**config.mk**
```make
export PLATFORM = sky130hd
export DESIGN_NAME = skip_branch_control
export DESIGN_NICKNAME = d
export VERILOG_FILES = /design/src/shared/sbc_pkg.sv /design/src/verilog/bit_pick.sv /design/src/verilog/skip_branch_control.sv
export SDC_FILE = /design/constraint.sdc
export NUM_CORES = 1
export LEC_CHECK = 0
export BUFFER_PORTS_ARGS = -buffer_cell sky130_fd_sc_hd__buf_4
export CORE_AREA = 5 5 174 176
export CTS_BUF_LIST = sky130_fd_sc_hd__clkbuf_2 sky130_fd_sc_hd__clkbuf_4 sky130_fd_sc_hd__clkbuf_8
export DETAILED_ROUTE_END_ITERATION = 7
export DIE_AREA = 0 0 179 181
export GPL_ROUTABILITY_DRIVEN = 0
export SLEW_MARGIN = 20
export SYNTH_ARGS = -nofsm -noshare
export SYNTH_HDL_FRONTEND = slang
export SYNTH_HIERARCHICAL = 1
export SYNTH_SLANG_ARGS = --single-unit
```
**constraint.sdc**
```tcl
create_clock -name aclk -period 3.6 [get_ports aclk]
set_input_delay 0 -clock aclk [delete_from_list [all_inputs] [get_ports aclk]]
set_output_delay 0 -clock aclk [all_outputs]
set_load 0.05 [all_outputs]
```
**src/shared/sbc_pkg.sv**
```systemverilog
// Package for the skip and branch program-flow block.
// Assumes an 8-bit core with a word-addressed program counter and
// a 32-bit AXI4-Lite register port.
package sbc_pkg;

  // ----------------------------------------------------------------
  // Widths
  // ----------------------------------------------------------------
  localparam int PC_W     = 16;
  localparam int OFFSET_W = 7;

  // ----------------------------------------------------------------
  // Status register flag positions
  // ----------------------------------------------------------------
  localparam logic [2:0] FLAG_C = 3'h0;
  localparam logic [2:0] FLAG_Z = 3'h1;
  localparam logic [2:0] FLAG_N = 3'h2;
  localparam logic [2:0] FLAG_V = 3'h3;
  localparam logic [2:0] FLAG_H = 3'h5;

  // ----------------------------------------------------------------
  // Program counter steps and extra cycles
  // ----------------------------------------------------------------
  localparam logic [PC_W-1:0] PC_STEP_NEXT       = 16'h0001;
  localparam logic [PC_W-1:0] PC_STEP_SKIP_SHORT = 16'h0002;
  localparam logic [PC_W-1:0] PC_STEP_SKIP_LONG  = 16'h0003;
  localparam logic [PC_W-1:0] PC_RESET           = 16'h0000;
  localparam logic [1:0]      STALL_NONE         = 2'h0;
  localparam logic [1:0]      STALL_ONE          = 2'h1;
  localparam logic [1:0]      STALL_TWO          = 2'h2;

  // ----------------------------------------------------------------
  // Register map (byte addresses) and reset values
  // ----------------------------------------------------------------
  localparam logic [7:0]  ADDR_CTRL    = 8'h00;
  localparam logic [7:0]  ADDR_STATUS  = 8'h04;
  localparam logic [7:0]  ADDR_COUNT   = 8'h08;
  localparam logic [7:0]  ADDR_PC_LOAD = 8'h0c;
  localparam logic [31:0] CTRL_RESET   = 32'h0000_0001;
  localparam int          CTRL_ENABLE  = 0;
  localparam logic [1:0]  RESP_OKAY    = 2'h0;
  localparam logic [1:0]  RESP_DECERR  = 2'h3;

  // ----------------------------------------------------------------
  // Operations and states
  // ----------------------------------------------------------------
  typedef enum logic [3:0] {
    op_none                = 4'h0,
    op_skip_reg_bit_clear  = 4'h1,
    op_skip_reg_bit_set    = 4'h2,
    op_skip_io_bit_clear   = 4'h3,
    op_skip_io_bit_set     = 4'h4,
    op_branch_flag_set     = 4'h5,
    op_branch_flag_clear   = 4'h6,
    op_branch_equal        = 4'h7,
    op_branch_not_equal    = 4'h8,
    op_branch_carry_clear  = 4'h9,
    op_branch_same_or_higher = 4'ha,
    op_branch_minus        = 4'hb,
    op_branch_signed_ge    = 4'hc,
    op_branch_half_carry_set = 4'hd
  } op_t;

  typedef enum logic {
    st_idle  = 1'b0,
    st_stall = 1'b1
  } state_t;

  // Decoded instruction with its operands as fetched
  typedef struct packed {
    op_t                 op;
    logic [2:0]          bit_sel;
    logic [OFFSET_W-1:0] offset;
    logic [7:0]          reg_value;
    logic [7:0]          io_value;
    logic                next_two_word;
  } instr_t;

endpackage

```
**src/verilog/bit_pick.sv**
```systemverilog
// One-bit selector from a small vector.
// Assumes the select is already in range for the vector width.
`timescale 1ns/1ps
module bit_pick #(
  parameter int W = 8
) (
  input  wire logic [W-1:0]         vec,
  input  wire logic [$clog2(W)-1:0] sel,
  output logic                      bit_out
);

  // ----------------------------------------------------------------
  // Selection
  // ----------------------------------------------------------------
  // Plain indexed pick
  assign bit_out = vec[sel];

endmodule

```
**src/verilog/skip_branch_control.sv**
```systemverilog
// Skip and conditional branch control with its program counter.
// Assumes decoded instructions with operands arrive from the decoder,
// and software uses an AXI4-Lite master on the same clock.
//
// The register offsets and the AXI4-Lite slave port are this design's own decisions.
`timescale 1ns/1ps
module skip_branch_control (
  input  wire logic          aclk,
  input  wire logic          aresetn,
  input  wire sbc_pkg::instr_t instr,
  input  wire logic          instr_valid,
  input  wire logic [7:0]    status_flags,
  output logic               instr_ready,
  output logic [15:0]        pc,
  output logic               retire,
  output logic               flag_write_en,
  input  wire logic          s_axi_awvalid,
  output logic               s_axi_awready,
  input  wire logic [7:0]    s_axi_awaddr,
  input  wire logic          s_axi_wvalid,
  output logic               s_axi_wready,
  input  wire logic [31:0]   s_axi_wdata,
  input  wire logic [3:0]    s_axi_wstrb,
  output logic               s_axi_bvalid,
  input  wire logic          s_axi_bready,
  output logic [1:0]         s_axi_bresp,
  input  wire logic          s_axi_arvalid,
  output logic               s_axi_arready,
  input  wire logic [7:0]    s_axi_araddr,
  output logic               s_axi_rvalid,
  input  wire logic          s_axi_rready,
  output logic [31:0]        s_axi_rdata,
  output logic [1:0]         s_axi_rresp
);

  // ----------------------------------------------------------------
  // Declarations
  // ----------------------------------------------------------------
  sbc_pkg::state_t                 state;
  logic [1:0]                      stall_cnt;
  logic [31:0]                     ctrl;
  logic [31:0]                     taken_count;
  logic [7:0]                      aw_addr;
  logic [31:0]                     w_data;
  logic [3:0]                      w_strb;
  logic                            reg_bit;
  logic                            io_bit;
  logic                            flag_bit;
  logic [2:0]                      flag_sel;
  logic                            take;
  logic                            is_skip;
  logic [1:0]                      next_stall;
  logic [sbc_pkg::PC_W-1:0]        next_pc;
  logic [sbc_pkg::PC_W-1:0]        branch_disp;
  logic                            accept;
  logic                            wr_fire;
  logic [31:0]                     wr_mask;
  logic                            pc_load_hit;

  // Instruction taken this cycle
  assign accept = instr_valid && instr_ready;

  // ----------------------------------------------------------------
  // Condition evaluation
  // ----------------------------------------------------------------
  // Bit pickers for register, I/O and status flag operands
  bit_pick #(.W(8)) u_reg_bit (
    .vec     (instr.reg_value),
    .sel     (instr.bit_sel),
    .bit_out (reg_bit)
  );

  bit_pick #(.W(8)) u_io_bit (
    .vec     (instr.io_value),
    .sel     (instr.bit_sel),
    .bit_out (io_bit)
  );

  bit_pick #(.W(8)) u_flag_bit (
    .vec     (status_flags),
    .sel     (flag_sel),
    .bit_out (flag_bit)
  );

  // Signed word displacement from the offset field
  assign branch_disp = {{(sbc_pkg::PC_W-sbc_pkg::OFFSET_W){instr.offset[sbc_pkg::OFFSET_W-1]}},
                        instr.offset};

  // Flag choice and taken decision per operation
  always_comb begin
    flag_sel = instr.bit_sel;
    take     = 1'b0;
    is_skip  = 1'b0;
    case (instr.op)
      sbc_pkg::op_skip_reg_bit_clear: begin
        take    = !reg_bit;
        is_skip = 1'b1;
      end
      sbc_pkg::op_skip_reg_bit_set: begin
        take    = reg_bit;
        is_skip = 1'b1;
      end
      sbc_pkg::op_skip_io_bit_clear: begin
        take    = !io_bit;
        is_skip = 1'b1;
      end
      sbc_pkg::op_skip_io_bit_set: begin
        take    = io_bit;
        is_skip = 1'b1;
      end
      sbc_pkg::op_branch_flag_set: begin
        take = flag_bit;
      end
      sbc_pkg::op_branch_flag_clear: begin
        take = !flag_bit;
      end
      sbc_pkg::op_branch_equal: begin
        flag_sel = sbc_pkg::FLAG_Z;
        take     = flag_bit;
      end
      sbc_pkg::op_branch_not_equal: begin
        flag_sel = sbc_pkg::FLAG_Z;
        take     = !flag_bit;
      end
      sbc_pkg::op_branch_carry_clear: begin
        flag_sel = sbc_pkg::FLAG_C;
        take     = !flag_bit;
      end
      sbc_pkg::op_branch_same_or_higher: begin
        flag_sel = sbc_pkg::FLAG_C;
        take     = !flag_bit;
      end
      sbc_pkg::op_branch_minus: begin
        flag_sel = sbc_pkg::FLAG_N;
        take     = flag_bit;
      end
      sbc_pkg::op_branch_signed_ge: begin
        take = !(status_flags[sbc_pkg::FLAG_N] ^ status_flags[sbc_pkg::FLAG_V]);
      end
      sbc_pkg::op_branch_half_carry_set: begin
        flag_sel = sbc_pkg::FLAG_H;
        take     = flag_bit;
      end
      default: begin
        take = 1'b0;
      end
    endcase
  end

  // Next program counter and extra cycles
  always_comb begin
    next_pc    = pc + sbc_pkg::PC_STEP_NEXT;
    next_stall = sbc_pkg::STALL_NONE;
    if (take && is_skip) begin
      if (instr.next_two_word) begin
        next_pc    = pc + sbc_pkg::PC_STEP_SKIP_LONG;
        next_stall = sbc_pkg::STALL_TWO;
      end else begin
        next_pc    = pc + sbc_pkg::PC_STEP_SKIP_SHORT;
        next_stall = sbc_pkg::STALL_ONE;
      end
    end else if (take) begin
      next_pc    = pc + branch_disp + sbc_pkg::PC_STEP_NEXT;
      next_stall = sbc_pkg::STALL_ONE;
    end
  end

  // ----------------------------------------------------------------
  // Sequencing
  // ----------------------------------------------------------------
  // Issue state, stall count, ready and retire pulse
  always_ff @(posedge aclk) begin
    if (!aresetn) begin
      state       <= sbc_pkg::st_idle;
      stall_cnt   <= sbc_pkg::STALL_NONE;
      instr_ready <= 1'b0;
      retire      <= 1'b0;
    end else begin
      retire <= 1'b0;
      case (state)
        sbc_pkg::st_idle: begin
          instr_ready <= ctrl[sbc_pkg::CTRL_ENABLE];
          if (accept) begin
            if (next_stall == sbc_pkg::STALL_NONE) begin
              retire <= 1'b1;
            end else begin
              state       <= sbc_pkg::st_stall;
              stall_cnt   <= next_stall;
              instr_ready <= 1'b0;
            end
          end
        end
        sbc_pkg::st_stall: begin
          stall_cnt <= stall_cnt - 2'h1;
          if (stall_cnt == sbc_pkg::STALL_ONE) begin
            state       <= sbc_pkg::st_idle;
            retire      <= 1'b1;
            instr_ready <= ctrl[sbc_pkg::CTRL_ENABLE];
          end
        end
        default: begin
          state <= sbc_pkg::st_idle;
        end
      endcase
    end
  end

  // Program counter: instruction update wins over a software load
  always_ff @(posedge aclk) begin
    if (!aresetn) begin
      pc <= sbc_pkg::PC_RESET;
    end else if (accept) begin
      pc <= next_pc;
    end else if (pc_load_hit) begin
      pc <= (pc & ~wr_mask[15:0]) | (w_data[15:0] & wr_mask[15:0]);
    end
  end

  // Status flags are never written by this block
  always_ff @(posedge aclk) begin
    if (!aresetn) begin
      flag_write_en <= 1'b0;
    end else begin
      flag_write_en <= 1'b0;
    end
  end

  // Count of taken branches and skips
  always_ff @(posedge aclk) begin
    if (!aresetn) begin
      taken_count <= 32'h0000_0000;
    end else if (accept && take) begin
      taken_count <= taken_count + 32'h0000_0001;
    end
  end

  // ----------------------------------------------------------------
  // AXI4-Lite write channel
  // ----------------------------------------------------------------
  // Write commits once address and data are both held
  assign wr_fire     = !s_axi_awready && !s_axi_wready && !s_axi_bvalid;
  assign wr_mask     = {{8{w_strb[3]}}, {8{w_strb[2]}}, {8{w_strb[1]}}, {8{w_strb[0]}}};
  assign pc_load_hit = wr_fire && ({aw_addr[7:2], 2'h0} == sbc_pkg::ADDR_PC_LOAD);

  // Address and data capture, response
  always_ff @(posedge aclk) begin
    if (!aresetn) begin
      s_axi_awready <= 1'b1;
      s_axi_wready  <= 1'b1;
      s_axi_bvalid  <= 1'b0;
      s_axi_bresp   <= sbc_pkg::RESP_OKAY;
      aw_addr       <= 8'h00;
      w_data        <= 32'h0000_0000;
      w_strb        <= 4'h0;
    end else begin
      if (s_axi_awvalid && s_axi_awready) begin
        s_axi_awready <= 1'b0;
        aw_addr       <= s_axi_awaddr;
      end
      if (s_axi_wvalid && s_axi_wready) begin
        s_axi_wready <= 1'b0;
        w_data       <= s_axi_wdata;
        w_strb       <= s_axi_wstrb;
      end
      if (wr_fire) begin
        s_axi_bvalid <= 1'b1;
        if ({aw_addr[7:2], 2'h0} == sbc_pkg::ADDR_CTRL) begin
          s_axi_bresp <= sbc_pkg::RESP_OKAY;
        end else if ({aw_addr[7:2], 2'h0} == sbc_pkg::ADDR_STATUS) begin
          s_axi_bresp <= sbc_pkg::RESP_OKAY;
        end else if ({aw_addr[7:2], 2'h0} == sbc_pkg::ADDR_COUNT) begin
          s_axi_bresp <= sbc_pkg::RESP_OKAY;
        end else if ({aw_addr[7:2], 2'h0} == sbc_pkg::ADDR_PC_LOAD) begin
          s_axi_bresp <= sbc_pkg::RESP_OKAY;
        end else begin
          s_axi_bresp <= sbc_pkg::RESP_DECERR;
        end
      end
      if (s_axi_bvalid && s_axi_bready) begin
        s_axi_bvalid  <= 1'b0;
        s_axi_awready <= 1'b1;
        s_axi_wready  <= 1'b1;
      end
    end
  end

  // Control register with byte strobes
  always_ff @(posedge aclk) begin
    if (!aresetn) begin
      ctrl <= sbc_pkg::CTRL_RESET;
    end else if (wr_fire && ({aw_addr[7:2], 2'h0} == sbc_pkg::ADDR_CTRL)) begin
      ctrl <= (ctrl & ~wr_mask) | (w_data & wr_mask & sbc_pkg::CTRL_RESET);
    end
  end

  // ----------------------------------------------------------------
  // AXI4-Lite read channel
  // ----------------------------------------------------------------
  // Read decode and single-beat answer
  always_ff @(posedge aclk) begin
    if (!aresetn) begin
      s_axi_arready <= 1'b1;
      s_axi_rvalid  <= 1'b0;
      s_axi_rdata   <= 32'h0000_0000;
      s_axi_rresp   <= sbc_pkg::RESP_OKAY;
    end else begin
      if (s_axi_arvalid && s_axi_arready) begin
        s_axi_arready <= 1'b0;
        s_axi_rvalid  <= 1'b1;
        s_axi_rresp   <= sbc_pkg::RESP_OKAY;
        if ({s_axi_araddr[7:2], 2'h0} == sbc_pkg::ADDR_CTRL) begin
          s_axi_rdata <= ctrl;
        end else if ({s_axi_araddr[7:2], 2'h0} == sbc_pkg::ADDR_STATUS) begin
          s_axi_rdata <= {15'h0, (state == sbc_pkg::st_stall), pc};
        end else if ({s_axi_araddr[7:2], 2'h0} == sbc_pkg::ADDR_COUNT) begin
          s_axi_rdata <= taken_count;
        end else if ({s_axi_araddr[7:2], 2'h0} == sbc_pkg::ADDR_PC_LOAD) begin
          s_axi_rdata <= {16'h0000, pc};
        end else begin
          s_axi_rdata <= 32'h0000_0000;
          s_axi_rresp <= sbc_pkg::RESP_DECERR;
        end
      end
      if (s_axi_rvalid && s_axi_rready) begin
        s_axi_rvalid  <= 1'b0;
        s_axi_arready <= 1'b1;
      end
    end
  end
endmodule

```
==> metrics.txt, run 1 <==
outcome=complete, no violations; number of primary I/O pins=159; post-synthesis cell type with the largest combined area=sky130_fd_sc_hd__dfxtp_1; vias in the first global route=7,335; Pre-antenna DRT Iters=5; Congestion Overflow GR=0; total power after layout=0.00412 W; antenna cells=0; part of the power in the clock network=36.5%; First DRT Iteration DRCs=518; CTS buffer count=17; switching pwr=0.00121 W; number of enable-type register cells in the synthesized netlist=0; internal power of the cells=0.00290 W; maxcap violations=0; combined area of the multi-input logic cells=0.00505 mm2; CP startpoint kind=primary input; worst relative slew slack=33.5%; GRT Resource Usage Total=14.8%; post-layout utilization of the core=37.3%; number of warnings printed during yosys synthesis=6; critical path fanouts, max=17; number of sinks on the clock net=150; Seq/Total Area, Yosys=35.7%; area taken by flip-flops and latches=0.00300 mm2; total placed cells including tap cells=1,468; share of post-route cells with drive strength above 1=18.8%; min-delay worst type=primary input to flop; final period utilization=82.3%; floorplan die height=181 um; Worst EP required=3.93 ns; number of nets produced by synthesis=1,114; Max Freq=0.337 GHz; total standard cell area after synthesis=0.00842 mm2; combinational cell fraction of total power=20.5%; Peak VDD IR=181 uV; total of buffers placed on input and output ports=137; Primary FF master, synth=sky130_fd_sc_hd__dfxtp_1; final-report setup violation count=0; number of nets in the layout=1,259; total via count after detailed routing=7,545; filler instances=2,945; DRC violation count after routing=0; final routed wire length divided by cell count=15.8 um; number of nets still failing antenna checks after routing=0; pwr dens=388 mW/mm2; setup repair after global routing missed its margin=no; proportion of power drawn by flip-flops and latches=43.0%; switching share of total power=29.5%; via-per-instance ratio=4.92; maximum number of pins on one net before global-route repair=63; post-route setup TNS=0 ns; total number of H-tree levels=4; number of standard cells in the layout, taps in and fillers out=1,534; number of distinct library cell variants in the gate-level netlist after synthesis=69; hpwl dp=17,800 um; Worst-path clk slew=0.08 ns; Routed Wire Length=24,200 um; Crit path arrival time=3.30 ns; post-route clock skew=0.0134 ns; Yosys top cell area share=35.7%; number of slew-limit violations in the final report=0; share of async-settable or async-resettable flops after synthesis=0%; instance count of the mapped netlist=993; flip-flop and latch count after synthesis=150; die boundary width=179 um; Mean Syn Cell Area=8.48 um2; crit end category=flop; Core Region=0.0285 mm2; final hold violations=0; worst skew pair latency=0.46 ns; wire length of the first global-routing pass=39,000 um; CP Class=primary input to flop; initial antenna violation count=0; actual transition at the worst max-transition pin=0.979 ns; Static Leakage=4.34 nW; area enclosed by the die boundary=0.0324 mm2; cell at the root of the clock tree=sky130_fd_sc_hd__clkbuf_8; maximum clock path buffer count=2; cell types with the largest area share after synthesis=sky130_fd_sc_hd__dfxtp_1 36%, sky130_fd_sc_hd__nand2_1 5.9%, sky130_fd_sc_hd__mux2i_1 5.7%; CTS tree=yes; Initial Util=29.6%; Syn-to-layout area delta=26.0%; shortest clock period the worst path allows after layout=2.96 ns; row count=62
metal layers:
metal | track usage [%] | wire (um)
met3 | 3.26 | 1430
met5 | 0 | 0
met2 | 24.2 | 11300
met1 | 19.9 | 11300
met4 | 3.53 | 264
per-stage QoR:
step | hold WS (ns) | area [um2] | setup WS (ns)
finish | 0.0363 | 10600 | 0.637
global placement | 0.204 | 9800 | 0.282
global route | 0.0293 | 10600 | 0.524
detailed placement | 0.208 | 9800 | 0.207
floorplan | 0.100 | 8420 | 0.623
CTS | 0.000236 | 10600 | 0.705
cell usage after synthesis (13+ instances only):
cell type	number
sky130_fd_sc_hd__a21boi_0	32
sky130_fd_sc_hd__a21oi_1	33
sky130_fd_sc_hd__a22oi_1	18
sky130_fd_sc_hd__and2_1	67
sky130_fd_sc_hd__and3_1	16
sky130_fd_sc_hd__clkbuf_1	48
sky130_fd_sc_hd__dfxtp_1	150
sky130_fd_sc_hd__ha_1	21
sky130_fd_sc_hd__inv_1	21
sky130_fd_sc_hd__mux2i_1	48
sky130_fd_sc_hd__nand2_1	133
sky130_fd_sc_hd__nand3_1	30
sky130_fd_sc_hd__nand4_1	13
sky130_fd_sc_hd__nor2_1	33
sky130_fd_sc_hd__nor2b_1	25
sky130_fd_sc_hd__nor3_1	19
sky130_fd_sc_hd__o21ai_0	63
sky130_fd_sc_hd__or3_1	17
sky130_fd_sc_hd__xnor2_1	25
sky130_fd_sc_hd__xor2_1	24
worst max-delay path: stages:
cell and delay, ns:
sky130_fd_sc_hd__buf_4 0.15, sky130_fd_sc_hd__nor2b_1 0.24, sky130_fd_sc_hd__a22oi_1 0.10, sky130_fd_sc_hd__o21ai_0 0.16, sky130_fd_sc_hd__mux4_1 0.59, sky130_fd_sc_hd__mux2_2 0.33, sky130_fd_sc_hd__o311ai_1 0.28, sky130_fd_sc_hd__o21a_1 0.32
sky130_fd_sc_hd__buf_4 0.18, sky130_fd_sc_hd__nor2_4 0.07, sky130_fd_sc_hd__buf_12 0.16, sky130_fd_sc_hd__or4_1 0.50, sky130_fd_sc_hd__o311ai_1 0.10, sky130_fd_sc_hd__o32ai_1 0.10
timing repair:
item,4_1_cts,5_1_grt
hold endpoints to repair,34,0
endpoints found under the setup margin,0,0
hold buffers,35,0
resized for setup,0,0
buffers inserted,0,0
cell type report:
class / count / share of cell area [%]
clock buffers: 19 / 2.41
clock inverters: 12 / 1.90
inverters: 21 / 0.743
multi-input cells: 756 / 47.6
flip-flops and latches: 150 / 28.3
well taps: 384 / 4.53
repair buffers: 192 / 14.5
layout by cell type, fill, tap and decap left out, drive strengths merged, types with 3 or more instances in the layout:
master         n
and3          16
buf          157
nor2b         25
mux4           6
o311ai         3
o21ai         68
a31oi          6
mux2           7
xor2          24
and2          68
nor4           5
nor3          27
xnor2         25
o22ai          5
o211a          4
nand2b         9
a21boi        44
o2111ai        5
a22oi         18
bufinv         5
a21oi         33
o211ai         6
nor2          34
a211oi        10
nor3b          4
nand4         15
dlygate4sd3   35
dfxtp        150
o31ai          3
ha            21
mux2i         48
or3           18
inv           22
clkinv         4
o32ai          3
o21a           5
a21o           6
clkbuf        19
nand2        134
nand3         30
final timing paths:
path | from | endpoint | slack, ns | depth (start not counted)
setup / recovery | instr[30] | flop | 0.64 | 14
hold / removal | instr_valid | flop | 0.04 | 4
setup reg to reg | flop | flop | 0.76 | 8
hold reg to reg | ctrl[18]$_SDFFE_PN0P_ | ctrl[18]$_SDFFE_PN0P_ | 0.46 | 1
cell families (layout without fill, tap and decap cells):
kind of cell | after synthesis | after routing | synth area share (%)
AO/OA/AOI/OAI | 229 | 229 | 18.0
XOR/XNOR | 49 | 49 | 5.10
adder cells (fa/ha/maj) | 22 | 22 | 3.36
buffers and inverters | 87 | 244 | 4.44
flip-flops | 150 | 150 | 35.7
multiplexers | 61 | 61 | 8.56
other | 1 | 1 | 0.0445
AND/OR/NAND/NOR | 394 | 394 | 24.9
power groups by stage:
stage | Combinational (W) | Clock, W | Sequential [W]
CTS | 0.000843 | 0.00154 | 0.00177
floorplan | 0.000480 | 0 | 0.00186
finish | 0.000842 | 0.00150 | 0.00177
detailed placement | 0.000808 | 0 | 0.00181
global route | 0.000919 | 0.00162 | 0.00178
global placement | 0.000799 | 0 | 0.00181
Power figures use the tool's default switching activity.
==> run 2: changes to the inputs <==
==> constraint.sdc (replaced) <==
create_clock -name aclk -period 3 [get_ports aclk]
set_input_delay 0 -clock aclk [delete_from_list [all_inputs] [get_ports aclk]]
set_output_delay 0 -clock aclk [all_outputs]
set_load 0.05 [all_outputs]
==> metrics.txt, run 2 (synthesis results as in run 1) <==
outcome=complete, no violations (unchanged); final routed wire length divided by cell count=15.9 um (was 15.8 um); final period utilization=88.0%; number of slew-limit violations in the final report=0 (unchanged); crit end category=flop (unchanged); row count=62 (unchanged); total of buffers placed on input and output ports=137 (unchanged); number of standard cells in the layout, taps in and fillers out=1,561 (was 1,534); maximum number of pins on one net before global-route repair=36 (was 63); post-route clock skew=0.0110 ns (was 0.0134 ns); Post-CTS Repair Setup Buffers=0 (unchanged); hold slack=0.0577 ns (was 0.0363 ns); maxcap violations=0 (unchanged); number of sinks on the clock net=150 (unchanged); Worst EP required=3.39 ns (was 3.93 ns); setup repair after global routing missed its margin=no (unchanged); Hold Path Cell Cnt=4 (unchanged); Static Leakage=4.49 nW (was 4.34 nW); Syn-to-layout area delta=28.9% (was 26.0%); shortest clock period the worst path allows after layout=2.64 ns; cell count of the worst reg-to-reg path=10 (was 8); floorplan die height=181 um (unchanged); Pre-antenna DRT Iters=5 (unchanged); most common cell after layout, fill and taps aside=sky130_fd_sc_hd__buf_4 (unchanged); wire length of the first global-routing pass=39,900 um (was 39,000 um); total placed cells including tap cells=1,492 (was 1,468); CTS buffer count=17 (unchanged); Routed Wire Length=24,800 um (was 24,200 um); launch point of the worst hold path=instr_valid (unchanged); Congestion Overflow GR=0 (unchanged); cell at the root of the clock tree=sky130_fd_sc_hd__clkbuf_8 (unchanged); GRT Resource Usage Total=15.2% (was 14.8%); via-per-instance ratio=4.92 (about the same); area enclosed by the die boundary=0.0324 mm2 (unchanged); Core Region=0.0285 mm2 (unchanged); Crit path arrival time=3.03 ns (was 3.30 ns); Max Freq=0.379 GHz; vias in the first global route=7,571 (was 7,335); Initial Util=29.6% (unchanged); setup slack of the worst register-to-register path=0.43 ns (was 0.76 ns); post-place instance area=0.0100 mm2 (was 0.00980 mm2); final hold violations=0 (unchanged); maximum clock path buffer count=2 (unchanged); Worst-path clk slew=0.09 ns (was 0.08 ns); post-route setup TNS=0 ns (unchanged); min-delay worst type=primary input to flop (unchanged); share of post-route cells with drive strength above 1=20.5% (was 18.8%); commonest cells after routing, fill and taps aside=178 x sky130_fd_sc_hd__buf_4, 150 x sky130_fd_sc_hd__dfxtp_1, 133 x sky130_fd_sc_hd__nand2_1, 67 x sky130_fd_sc_hd__and2_1, 63 x sky130_fd_sc_hd__o21ai_0 (was 156 x sky130_fd_sc_hd__buf_4, 150 x sky130_fd_sc_hd__dfxtp_1, 133 x sky130_fd_sc_hd__nand2_1, 67 x sky130_fd_sc_hd__and2_1, 63 x sky130_fd_sc_hd__o21ai_0); number of nets still failing antenna checks after routing=0 (unchanged); total number of H-tree levels=4 (unchanged); total via count after detailed routing=7,673 (was 7,545); antenna cells=0 (unchanged); final std cell area, no fill=0.0109 mm2 (was 0.0106 mm2); pwr dens=464 mW/mm2 (was 388 mW/mm2); actual transition at the worst max-transition pin=0.951 ns (was 0.979 ns); number of primary I/O pins=159 (unchanged); critical path fanouts, max=8 (was 17); First DRT Iteration DRCs=452 (was 518); initial antenna violation count=1 (was 0); hpwl dp=18,500 um (was 17,800 um); DRC violation count after routing=0 (unchanged); number of nets in the layout=1,285 (was 1,259); worst relative slew slack=36.0% (was 33.5%); final-report setup violation count=0 (unchanged); CP Class=primary input to flop (unchanged); Peak VDD IR=262 uV (was 181 uV); CP startpoint kind=primary input (unchanged); die boundary width=179 um (unchanged); post-layout utilization of the core=38.1% (was 37.3%); worst skew pair latency=0.45 ns (was 0.46 ns); CTS tree=yes (unchanged)
## run 2: cell types whose count changed in the layout (fill, tap and decap cells not counted), sizes merged
cell | before | now
clkinvlp | 2 | 1
dlygate4sd3 | 35 | 37
inv | 22 | 24
buf | 157 | 181
## run 2: layout make-up
type / instances / area, um2
well taps: 384 / 480
clock inverters: 13 / 219
clock buffers: 19 / 255
repair buffers: 218 / 1770
multi-input cells: 756 / 5050
inverters: 21 / 78.8
flip-flops and latches: 150 / 3000
fillers: 2903 / 17600
## run 2: worst max path at each step
| stage | start | end | slack, ns | cells after the start |
|---|---|---|---|---|
| after floorplan | instr[28] | flop | 0.02 | 12 |
| after global placement | instr[27] | flop | -0.05 | 13 |
| after detailed placement | instr[28] | flop | -0.1 | 13 |
| after CTS | instr[28] | flop | 0.37 | 13 |
| after global routing | instr[28] | flop | 0.20 | 15 |
| final | instr[28] | flop | 0.36 | 13 |
## run 2: where the power goes
part / total [W] / switching [W] / internal, W
combinational: 0.00107 / 0.000611 / 0.000456
sequential: 0.00211 / 0.0000693 / 0.00205
clock: 0.00186 / 0.000819 / 0.00104
## run 2: what timing repair did
action / in CTS / in global routing
resized for setup: 0 / 0
hold buffers: 37 / 0
hold endpoints to repair: 57 / 0
## run 2: through the flow
| stage | power (W) | worst slack, ns |
|---|---|---|
| after global placement | 0.00318 | -0.0475 |
| after CTS | 0.00509 | 0.370 |
| after global routing | 0.00527 | 0.199 |
| after floorplan | 0.00281 | 0.0225 |
| after detailed placement | 0.00319 | -0.0987 |
| final | 0.00504 | 0.359 |
## run 2: metal layers
metal | global-route usage [%] | share of wire [%]
met5 | 0 | 0
met4 | 4.14 | 1.8
met1 | 20.1 | 45
met3 | 3.34 | 6.3
met2 | 25.0 | 47
## run 2: critical path: stages
cell and delay, ns:
sky130_fd_sc_hd__buf_4 0.12, sky130_fd_sc_hd__nor2b_1 0.15, sky130_fd_sc_hd__a22oi_1 0.08, sky130_fd_sc_hd__o21ai_0 0.15, sky130_fd_sc_hd__mux4_1 0.59, sky130_fd_sc_hd__mux2_2 0.33
sky130_fd_sc_hd__o311ai_1 0.27, sky130_fd_sc_hd__o21a_1 0.21, sky130_fd_sc_hd__buf_12 0.14, sky130_fd_sc_hd__or2_1 0.28, sky130_fd_sc_hd__nand2_4 0.10, sky130_fd_sc_hd__or4b_4 0.53
sky130_fd_sc_hd__o211ai_2 0.08
==> run 3: changes to the inputs <==
--- a/config.mk
+++ b/config.mk
@@ -5,11 +5,12 @@
 export SDC_FILE = /design/constraint.sdc
 export NUM_CORES = 1
 export LEC_CHECK = 0
-export BUFFER_PORTS_ARGS = -buffer_cell sky130_fd_sc_hd__buf_4
 export CORE_AREA = 5 5 174 176
 export CTS_BUF_LIST = sky130_fd_sc_hd__clkbuf_2 sky130_fd_sc_hd__clkbuf_4 sky130_fd_sc_hd__clkbuf_8
+export CTS_CLUSTER_SIZE = 8
 export DETAILED_ROUTE_END_ITERATION = 7
 export DIE_AREA = 0 0 179 181
+export DONT_BUFFER_PORTS = 1
 export GPL_ROUTABILITY_DRIVEN = 0
 export SLEW_MARGIN = 20
 export SYNTH_ARGS = -nofsm -noshare
==> metrics.txt, run 3 (synthesis results as in run 1) <==
Congestion Overflow GR=0 (unchanged); total via count after detailed routing=7,207 (was 7,673); total of buffers placed on input and output ports=0 (was 137); post-layout utilization of the core=35.0% (was 38.1%); cell at the root of the clock tree=sky130_fd_sc_hd__clkbuf_8 (unchanged); min-delay worst type=primary input to flop (unchanged); maximum clock path buffer count=2 (unchanged); number of nets still failing antenna checks after routing=0 (unchanged); Resized Gates After CTS=0 (unchanged); critical path fanouts, max=12 (was 8); maxcap violations=0 (unchanged); list of cells traversed by the critical path=nor2b_1 > a22oi_1 > o21ai_0 > mux4_1 > mux2_2 > nand4b_1 > o311ai_1 > o21a_1 > buf_12 > nor2_4 > mux2_4 > a2111oi_1 > a211o_1 (was buf_4 > nor2b_1 > a22oi_1 > o21ai_0 > mux4_1 > mux2_2 > o311ai_1 > o21a_1 > buf_12 > or2_1 > nand2_4 > or4b_4 > o211ai_2); Crit path arrival time=3.00 ns (was 3.03 ns); filler instances=2,928 (was 2,903); Critical-path top delay cell=sky130_fd_sc_hd__mux4_1 (unchanged); die boundary width=179 um (unchanged); hold bufs inserted after CTS=51 (was 37); Peak VDD IR=259 uV (was 262 uV); hold slack=0.0299 ns (was 0.0577 ns); worst skew pair latency=0.45 ns (about the same); area enclosed by the die boundary=0.0324 mm2 (unchanged); antenna cells=0 (unchanged); Worst-path clk slew=0.09 ns (about the same); number of sinks on the clock net=150 (unchanged); final routed wire length divided by cell count=16.8 um (was 15.9 um); worst-case setup slack after placement=-0.0369 ns (was -0.0987 ns); CTS buffer count=17 (unchanged); Routed Wire Length=24,200 um (was 24,800 um); Top Family by Delay on Critical Path=multiplexers (was simple AND/OR/NAND/NOR gates); hpwl dp=17,300 um (was 18,500 um); Pre-antenna DRT Iters=5 (unchanged); wire length of the first global-routing pass=38,200 um (was 39,900 um); actual transition at the worst max-transition pin=1.06 ns (was 0.951 ns); Max Freq=0.384 GHz (was 0.379 GHz); CP startpoint kind=primary input (unchanged); worst relative slew slack=28.7% (was 36.0%); Post-CTS Repair Setup Buffers=0 (unchanged); First DRT Iteration DRCs=429 (was 452); final period utilization=86.8% (was 88.0%); GRT Resource Usage Total=14.7% (was 15.2%); setup repair after global routing missed its margin=no (unchanged); Core Region=0.0285 mm2 (unchanged); Worst EP required=3.40 ns (was 3.39 ns); final hold violations=0 (unchanged); number of primary I/O pins=159 (unchanged); vias in the first global route=7,079 (was 7,571); row count=62 (unchanged); pwr dens=474 mW/mm2 (was 464 mW/mm2); worst setup slack after layout=0.396 ns (was 0.359 ns); most common cell after layout, fill and taps aside=sky130_fd_sc_hd__dfxtp_1 (was sky130_fd_sc_hd__buf_4); initial antenna violation count=0 (was 1); delay of the slowest cell on the worst path=0.60 ns (was 0.59 ns); CP Class=primary input to flop (unchanged); Syn-to-layout area delta=18.3% (was 28.9%); post-place instance area=0.00900 mm2 (was 0.0100 mm2); CTS tree=yes (unchanged); shortest clock period the worst path allows after layout=2.60 ns (was 2.64 ns); DRC violation count after routing=0 (unchanged); Static Leakage=3.87 nW (was 4.49 nW); combined area of the multi-input logic cells=0.00505 mm2 (unchanged); area taken by flip-flops and latches=0.00300 mm2 (unchanged); Initial Util=29.6% (unchanged); final-report setup violation count=0 (unchanged); Crit path buffers/inverters=1 (was 2); post-route clock skew=0.0130 ns (was 0.0110 ns); maximum number of pins on one net before global-route repair=124 (was 36); number of nets in the layout=1,166 (was 1,285); number of slew-limit violations in the final report=0 (unchanged); commonest cells after routing, fill and taps aside=150 x sky130_fd_sc_hd__dfxtp_1, 133 x sky130_fd_sc_hd__nand2_1, 67 x sky130_fd_sc_hd__and2_1, 63 x sky130_fd_sc_hd__o21ai_0, 49 x sky130_fd_sc_hd__dlygate4sd3_1 (was 178 x sky130_fd_sc_hd__buf_4, 150 x sky130_fd_sc_hd__dfxtp_1, 133 x sky130_fd_sc_hd__nand2_1, 67 x sky130_fd_sc_hd__and2_1, 63 x sky130_fd_sc_hd__o21ai_0); via-per-instance ratio=5.00 (was 4.92); outcome=complete, no violations (unchanged); share of post-route cells with drive strength above 1=10.4% (was 20.5%); crit end category=flop (unchanged); final std cell area, no fill=0.00996 mm2 (was 0.0109 mm2); total number of H-tree levels=4 (unchanged); floorplan die height=181 um (unchanged)
## run 3: cell count changes in the layout (fill, tap and decap cells not counted), sizes merged
cell and delta:
clkinv +1, dlygate4sd3 +12, inv -2, bufinv -2, clkinvlp +1, clkbuf +2
buf -131
## run 3: stage by stage
step | power [W] | std cells | setup TNS, ns
after floorplan | 0.00281 | 993 | 0
after global placement | 0.00299 | 1358 | 0
after detailed placement | 0.00300 | 1358 | -0.0369
after CTS | 0.00477 | 1441 | 0
after global routing | 0.00494 | 1442 | 0
final | 0.00472 | 1442 | 0
## run 3: worst reg2reg max path: stages (launching register included)
cell and delay [ns]:
sky130_fd_sc_hd__dfxtp_1 0.32, sky130_fd_sc_hd__nor4_1 0.24, sky130_fd_sc_hd__and2_1 0.28, sky130_fd_sc_hd__nor3b_1 0.52, sky130_fd_sc_hd__nand2_1 0.34, sky130_fd_sc_hd__nand2_1 0.14
sky130_fd_sc_hd__nand3_1 0.07, sky130_fd_sc_hd__dlygate4sd3_1 0.57
## run 3: path summary, 6_finish.rpt
path	start	endpoint	slack (ns)	cells past startpoint
worst max-delay path	instr[30]	flop	0.40	13
worst min-delay path	s_axi_araddr[3]	s_axi_rdata[6]$_SDFFE_PN0P_	0.03	4
worst max register to register	aw_addr[7]$_SDFFE_PN0P_	flop	0.41	7
worst min register to register	ctrl[13]$_SDFFE_PN0P_	ctrl[13]$_SDFFE_PN0P_	0.46	1
## run 3: routing by layer
layer	part of all wire, %	vias to the layer above	track usage, %
met5	0	-	0
met1	45	3328	19.4
met3	6.7	35	3.60
li1	-	3618	-
met4	2.1	0	5.04
met2	46	226	23.5
## run 3: layout make-up
type	count	share of cell area (%)
clock buffer	21	2.71
clock inverter	11	1.51
inverter	21	0.791
multi-input combinational	756	50.7
sequential	150	30.1
tap	384	4.82
timing repair buffer	99	9.37
## run 3: power breakdown
part | internal [W] | total (W) | switching [W]
Clock | 0.000876 | 0.00166 | 0.000789
Combinational | 0.000376 | 0.000938 | 0.000562
Sequential | 0.00205 | 0.00212 | 0.0000762
